### src/fpw_pkg.sv
// Package: register map, field layout and types for the pull offset word bank
package fpw_pkg;
  localparam int          FPW_ADDR_W        = 8;
  localparam int          FPW_DATA_W        = 16;
  localparam int          FPW_OFFSET_W      = 26;
  localparam int          FPW_LOW_W         = 16;
  localparam int          FPW_HIGH_W        = 10;
  localparam logic [7:0]  FPW_ADDR_LOW      = 8'h00;
  localparam logic [7:0]  FPW_ADDR_HIGH     = 8'h01;
  localparam int          FPW_HIGH_LSB      = 0;
  localparam int          FPW_OE_BIT        = 10;
  localparam logic [15:0] FPW_LOW_RESET     = 16'h0000;
  localparam logic [9:0]  FPW_HIGH_RESET    = 10'h000;
  localparam logic        FPW_OE_RESET      = 1'b0;
  localparam logic [25:0] FPW_FULL_SCALE    = 26'h1FFFFFF;
  // Fewest clocks between two applies for a host keeping the 38 kHz limit at 125 MHz
  localparam int          FPW_UPD_GAP_CYC   = 3290;

  typedef struct packed {
    logic                 wr_en;
    logic                 rd_en;
    logic [7:0]           addr;
    logic [15:0]          wdata;
  } fpw_req_t;

  typedef struct packed {
    logic                 rd_valid;
    logic [15:0]          rdata;
  } fpw_rsp_t;
endpackage

### src/fpw_field.sv
// Module: one writable register field with reset value and load strobe
`timescale 1ns/1ns
`default_nettype none
module fpw_field #(
  parameter int              WIDTH = 16,
  parameter logic [WIDTH-1:0] RESET = '0
) (
  input  wire logic             clk_sys,
  input  wire logic             rst_n,
  input  wire logic             load,
  input  wire logic [WIDTH-1:0] din,
  output logic      [WIDTH-1:0] dout
);
  logic [WIDTH-1:0] val_q;
  logic [WIDTH-1:0] val_d;

  // A zero-width field cannot hold anything
  if (WIDTH < 1) begin
    $error("fpw_field WIDTH must be at least 1");
  end

  always_comb begin
    val_d = load ? din : val_q;
  end

  always_ff @(posedge clk_sys) begin
    if (!rst_n) begin
      val_q <= RESET;
    end else begin
      val_q <= val_d;
    end
  end

  assign dout = val_q;
endmodule
`default_nettype wire

### src/fpw_regs.sv
// Module: pull offset word register bank with staged apply and output enable
`timescale 1ns/1ns
`default_nettype none
module fpw_regs
  import fpw_pkg::*;
(
  input  wire logic                            clk_sys,
  input  wire logic                            rst_n,
  input  wire fpw_req_t                        req,
  output fpw_rsp_t                             rsp,
  input  wire logic                            oe_sw_mode,
  input  wire logic                            oe_pin,
  output logic signed [FPW_OFFSET_W-1:0]       signed_pull_offset,
  output logic                                 offset_update,
  output logic                                 out_enable
);

  // Reserved bits above the enable bit read as zero
  localparam int                      RSVD_W        = FPW_DATA_W - FPW_OE_BIT - 1;
  localparam logic [FPW_OFFSET_W-1:0] APPLIED_RESET = {FPW_HIGH_RESET, FPW_LOW_RESET};

  logic                    wr_low;
  logic                    wr_high;
  logic                    rd_low;
  logic                    rd_high;
  logic                    oe_load;

  logic [FPW_LOW_W-1:0]    low_word;
  logic [FPW_HIGH_W-1:0]   high_word;
  logic                    oe_bit;

  logic [FPW_OFFSET_W-1:0] applied_q;
  logic [FPW_OFFSET_W-1:0] applied_d;
  logic                    update_q;
  logic                    update_d;
  logic                    out_en_q;
  logic                    out_en_d;
  logic [FPW_DATA_W-1:0]   high_image;
  fpw_rsp_t                rsp_q;
  fpw_rsp_t                rsp_d;

  // The read image below packs the fields from bit 0 upward
  if (FPW_LOW_W + FPW_HIGH_W != FPW_OFFSET_W) begin
    $error("Low and high word widths must add up to the offset width");
  end
  if (FPW_LOW_W != FPW_DATA_W) begin
    $error("Low word must fill the bus word");
  end
  if (FPW_HIGH_LSB != 0 || FPW_HIGH_W != FPW_OE_BIT) begin
    $error("High word must start at bit 0 and end just below the enable bit");
  end
  if (RSVD_W < 1) begin
    $error("Enable bit must leave reserved bits above it");
  end
  if (FPW_ADDR_LOW == FPW_ADDR_HIGH) begin
    $error("The two registers need distinct addresses");
  end

  // Strobes to an unmapped address hit nothing
  always_comb begin
    wr_low  = req.wr_en && (req.addr == FPW_ADDR_LOW);
    wr_high = req.wr_en && (req.addr == FPW_ADDR_HIGH);
    rd_low  = req.rd_en && (req.addr == FPW_ADDR_LOW);
    rd_high = req.rd_en && (req.addr == FPW_ADDR_HIGH);
    // Hardware pin mode leaves the stored bit untouched
    oe_load = wr_high && oe_sw_mode;
  end

  // Low word is only staging; it never reaches the synthesizer alone
  fpw_field #(.WIDTH(FPW_LOW_W), .RESET(FPW_LOW_RESET)) u_low (
    .clk_sys (clk_sys),
    .rst_n   (rst_n),
    .load    (wr_low),
    .din     (req.wdata[FPW_LOW_W-1:0]),
    .dout    (low_word)
  );

  fpw_field #(.WIDTH(FPW_HIGH_W), .RESET(FPW_HIGH_RESET)) u_high (
    .clk_sys (clk_sys),
    .rst_n   (rst_n),
    .load    (wr_high),
    .din     (req.wdata[FPW_HIGH_LSB +: FPW_HIGH_W]),
    .dout    (high_word)
  );

  fpw_field #(.WIDTH(1), .RESET(FPW_OE_RESET)) u_oe (
    .clk_sys (clk_sys),
    .rst_n   (rst_n),
    .load    (oe_load),
    .din     (req.wdata[FPW_OE_BIT]),
    .dout    (oe_bit)
  );

  // Bus data feeds the top bits so the new high word and staged low land together
  always_comb begin
    applied_d = applied_q;
    if (wr_high) begin
      applied_d = {req.wdata[FPW_HIGH_LSB +: FPW_HIGH_W], low_word};
    end
  end

  always_ff @(posedge clk_sys) begin
    if (!rst_n) begin
      applied_q <= APPLIED_RESET;
    end else begin
      applied_q <= applied_d;
    end
  end

  // One-cycle strobe marks each new applied word for the downstream synthesizer
  always_comb begin
    update_d = wr_high;
  end

  always_ff @(posedge clk_sys) begin
    if (!rst_n) begin
      update_q <= 1'b0;
    end else begin
      update_q <= update_d;
    end
  end

  // Pin mode follows the pin; software mode follows the stored bit or its write
  always_comb begin
    out_en_d = oe_pin;
    if (oe_sw_mode) begin
      out_en_d = oe_load ? req.wdata[FPW_OE_BIT] : oe_bit;
    end
  end

  always_ff @(posedge clk_sys) begin
    if (!rst_n) begin
      out_en_q <= FPW_OE_RESET;
    end else begin
      out_en_q <= out_en_d;
    end
  end

  // Unmapped reads still answer, with zero data
  always_comb begin
    high_image     = {{RSVD_W{1'b0}}, oe_bit, high_word};
    rsp_d          = '0;
    rsp_d.rd_valid = req.rd_en;
    if (rd_low) begin
      rsp_d.rdata = low_word;
    end else if (rd_high) begin
      rsp_d.rdata = high_image;
    end
  end

  always_ff @(posedge clk_sys) begin
    if (!rst_n) begin
      rsp_q <= '0;
    end else begin
      rsp_q <= rsp_d;
    end
  end

  // Scaling to the pull range happens downstream; full scale is FPW_FULL_SCALE
  assign signed_pull_offset = applied_q;
  assign offset_update      = update_q;
  assign out_enable         = out_en_q;
  assign rsp                = rsp_q;
endmodule
`default_nettype wire

### config.mk
export PLATFORM = sky130hd
export DESIGN_NAME = fpw_regs
export DESIGN_NICKNAME = d
export VERILOG_FILES = /design/src/fpw_pkg.sv /design/src/fpw_field.sv /design/src/fpw_regs.sv
export SDC_FILE = /design/constraint.sdc
export NUM_CORES = 1
export LEC_CHECK = 0
export ABC_AREA = 1
export BUFFER_PORTS_ARGS = -buffer_cell sky130_fd_sc_hd__buf_2
export CELL_PAD_IN_SITES_DETAIL_PLACEMENT = 2
export CELL_PAD_IN_SITES_GLOBAL_PLACEMENT = 2
export CORE_UTILIZATION = 25
export DETAILED_ROUTE_END_ITERATION = 16
export PLACE_DENSITY_LB_ADDON = 0.12
export SYNTH_ARGS = -nofsm -noshare
export SYNTH_HDL_FRONTEND = slang
export SYNTH_SLANG_ARGS = --single-unit
export TNS_END_PERCENT = 5
### constraint.sdc
create_clock -name clk_sys -period 1.2 [get_ports clk_sys]
set_input_delay 0.36 -clock clk_sys [delete_from_list [all_inputs] [get_ports clk_sys]]
set_output_delay 0.36 -clock clk_sys [all_outputs]
set_load 0.03 [all_outputs]
==> impl_results.md <==
- Number of cells produced by synthesis: 281
- Number of buffers inserted during clock tree synthesis: 9
- Worst hold-check path type: input port to flop
- Die span in x: 97.26 µm
- Depth of the CTS H-tree: 3
- End point of the critical path: out_enable
- Layout cell share with drive strength beyond 1: 0.4101
- Number of nets with antenna violations after detailed routing: 0
- Unrepaired setup endpoints after global routing: yes
- Count of state elements after synthesis: 62
- Maximum number of buffers from clock root to sink: 2
- Seq. cell area: 1277 µm²
- Count of inserted antenna diode cells: 0
- Chain of cells forming the critical path: buf_6
- Die Height: 97.26 µm
- Average footprint of a synthesized cell: 8.073 µm²
- Number of standard cells in the final layout excluding fillers: 486
- Endpoint of the most critical register-to-register path: signed_pull_offset[4]
- Initial Util: 0.2589
- Top post-synthesis cells by count: 62 x dfxtp_1, 62 x nand2_1, 44 x a21oi_1, 31 x nand3_1, 23 x nor2_1
- Power Total: 4314 µW
- Overflow left after global routing: 0
- Synth-to-Final Area Change: 50.74%
- Area of the core: 8763 µm²
- Crit-path leading delay family: flip-flops
- Initial DRC count: 47
- IO Count: 75
- Clock Sink Count: 62
- Number of cells in the design after placement: 470
- Port Buffers: 74
- Outcome: completed
- Crit share post-route: 0.9866
- TritonCTS clock tree: done
- Wire length after detailed routing: 7440 µm
- Data required time of the critical path: 0.84 ns
- Peak supply drop: 0.4027 mV
- Register-to-Register Path Depth: 2
- Top fanout value on the critical path: 1
- Worst Tran Pin Value: 0.1780 ns
- Number of setup violations in the final report: 0
- Crit path time final: 1.184 ns
- Per-cell via count in the routed design: 4.541
- Global placement routability congestion: 0.6900
- Worst slew slack as a fraction of its limit: 0.8801
- Fin. max-slew vios: 0
- Endpoint kind of the worst setup timing path: output port
- Remaining DRCs: 0
- Cell area after placement: 2928 µm²
- Leakage Power: 0.001417 µW
- Achievable clock frequency: 844.6 MHz
- Post-synth net total: 311
- First element of the critical path: out_enable
- Detailed-placement wirelength estimate: 5241 µm
- Global-route wire length before repair: 12400 µm
- Critical-path top delay cell: dfxtp_1
- Clk slew on worst S/H paths: 0.07 ns
- Fraction of registers with async set or reset after synthesis: 0
- Depth of the critical timing path with buffers and inverters included: 1
- Root Buffer: clkbuf_8
- Insertion delay of the later-clocked pin in the worst-skew pair: 0.33 ns
- Vias: 2207
- Worst setup path category: flop to output port
- Number of max-capacitance violations reported: 0
- Average wire length per cell after detail routing: 15.31 µm
- Number of flops mapped to enable cells by yosys: 0
- Area of all placed cells without fillers: 3420 µm²
- Utilization of the core after routing: 0.3902
- Full die area: 9459 µm²
- Ranking of synthesized cells by area: dfxtp_1 55%, nand2_1 10%, a21oi_1 9.7%, nand3_1 6.8%, nor2_1 3.8%
- Critical Path Start Type: flop
- P per Cell Area: 1262 nW/µm²
- First-pass iteration count of the detailed router: 4
- Slowest Stage Delay on Critical Path: 0.35 ns
- Fillcell total: 1022
- Number of antenna violations at the first check in global routing: 0
- Proportion of netlist area held by the largest area contributor: 0.5472
- Maximum number of pins on one net before global-route repair: 22
- Number of core rows: 34
- Unique cell type count in the Yosys netlist: 16
- Net total in the final layout: 403
- Number of buffer and inverter stages on the critical path: 1
- FF-to-FF Start: u_low.dout[4]
- Via count of the first global-routing pass: 2454
- Slack of the worst reg-to-reg path: 0.47 ns
- Overall track demand over capacity in global routing: 0.1671
- Ys flop type: dfxtp_1
- Most area-hungry cell type in the Yosys netlist: dfxtp_1
- Number of warnings issued by yosys: 0
- Worst clock skew: 0.005378 ns
- Fraction of the yosys area taken by sequential cells: 0.5472
- Final Hold Viols: 0
- Footprint of the multi-input gates: 879.6 µm²
- Critical path data arrival time: 0.82 ns
- Total standard cell area after synthesis: 2268 µm²
[per-stage QoR]
| step | worst slack, ns | TNS (ns) | hold WS, ns |
|---|---|---|---|
| global placement | -0.2589 | -10.91 | 0.4533 |
| detailed placement | -0.3035 | -13.51 | 0.4521 |
| global route | -0.02131 | -0.1333 | 0.3001 |
| floorplan | -0.01922 | -0.07813 | 0.4310 |
| finish | 0.01606 | 0 | 0.3002 |
| CTS | -0.01251 | -0.01251 | 0.2788 |
[metal layers]
layer / vias to the layer above / wire length, µm / GRT usage
met3: 6 / 305 / 0.04460
met5: - / 0 / 0
li1: 1090 / - / -
met4: 0 / 80 / 0.05430
met1: 1062 / 3448 / 0.2140
met2: 49 / 3606 / 0.2730
[cell type report]
type / instances / share of cell area
inverters: 20 / 0.02415
repair buffers: 97 / 0.2426
multi-input cells: 183 / 0.2572
well taps: 108 / 0.03952
flip-flops and latches: 62 / 0.3736
clock buffers: 12 / 0.04244
clock inverters: 4 / 0.02049
[logic make-up (layout without fill, tap and decap cells)]
logic type      after synthesis  in the layout  synth area share
buf+inv                      36            133           0.08549
simple gates                124            124            0.2372
compound gates               59             59            0.1302
flops                        62             62            0.5472
[sequential cells by signal, indices dropped and copies added (netlist names)]
signal and cells:
u_low.dout 16, u_oe.dout 1, offset_update 1, signed_pull_offset 26, out_enable 1, rsp 17
[power by group]
group	internal, µW	switching [µW]
Combinational	86.5	122
Sequential	2060	2.84
Clock	1220	820
[timing repair]
| action | in CTS | in global routing |
|---|---|---|
| resized for setup | 88 | 25 |
| buffers inserted | 0 | 0 |
| hold buffers | 0 | 0 |
| endpoints found under the setup margin | 43 | 27 |
| pin swaps | 0 | 1 |
| endpoints found under the hold margin | 0 | 0 |
[worst min path at each step]
stage,from,to,cells past startpoint
detailed placement,signed_pull_offset[4],signed_pull_offset[4],2
global placement,signed_pull_offset[14],signed_pull_offset[14],2
floorplan,u_low.dout[11],rsp[11],2
CTS,req[11],u_low.dout[11],3
finish,req[6],u_low.dout[6],3
global route,req[8],u_low.dout[8],3
[cell usage in the layout (no fill, tap or decap)]
cell and count:
clkinv_2 2, dfxtp_1 33, a21oi_1 44, nand3_2 1, dfxtp_2 29, o21ai_0 8
inv_1 18, nor2_1 19, buf_6 33, buf_4 31, clkbuf_8 10, inv_8 1
clkinv_1 1, buf_12 4, nand3_1 30, nor2_4 6, o21ai_1 6, nor3_2 1
nand2_1 61, buf_2 29, nand2_4 1, nand2_2 4, clkbuf_1 2, nand4_1 1
bufinv_16 2, o21ai_2 1
No activity file was read; power rests on OpenSTA's default activity.
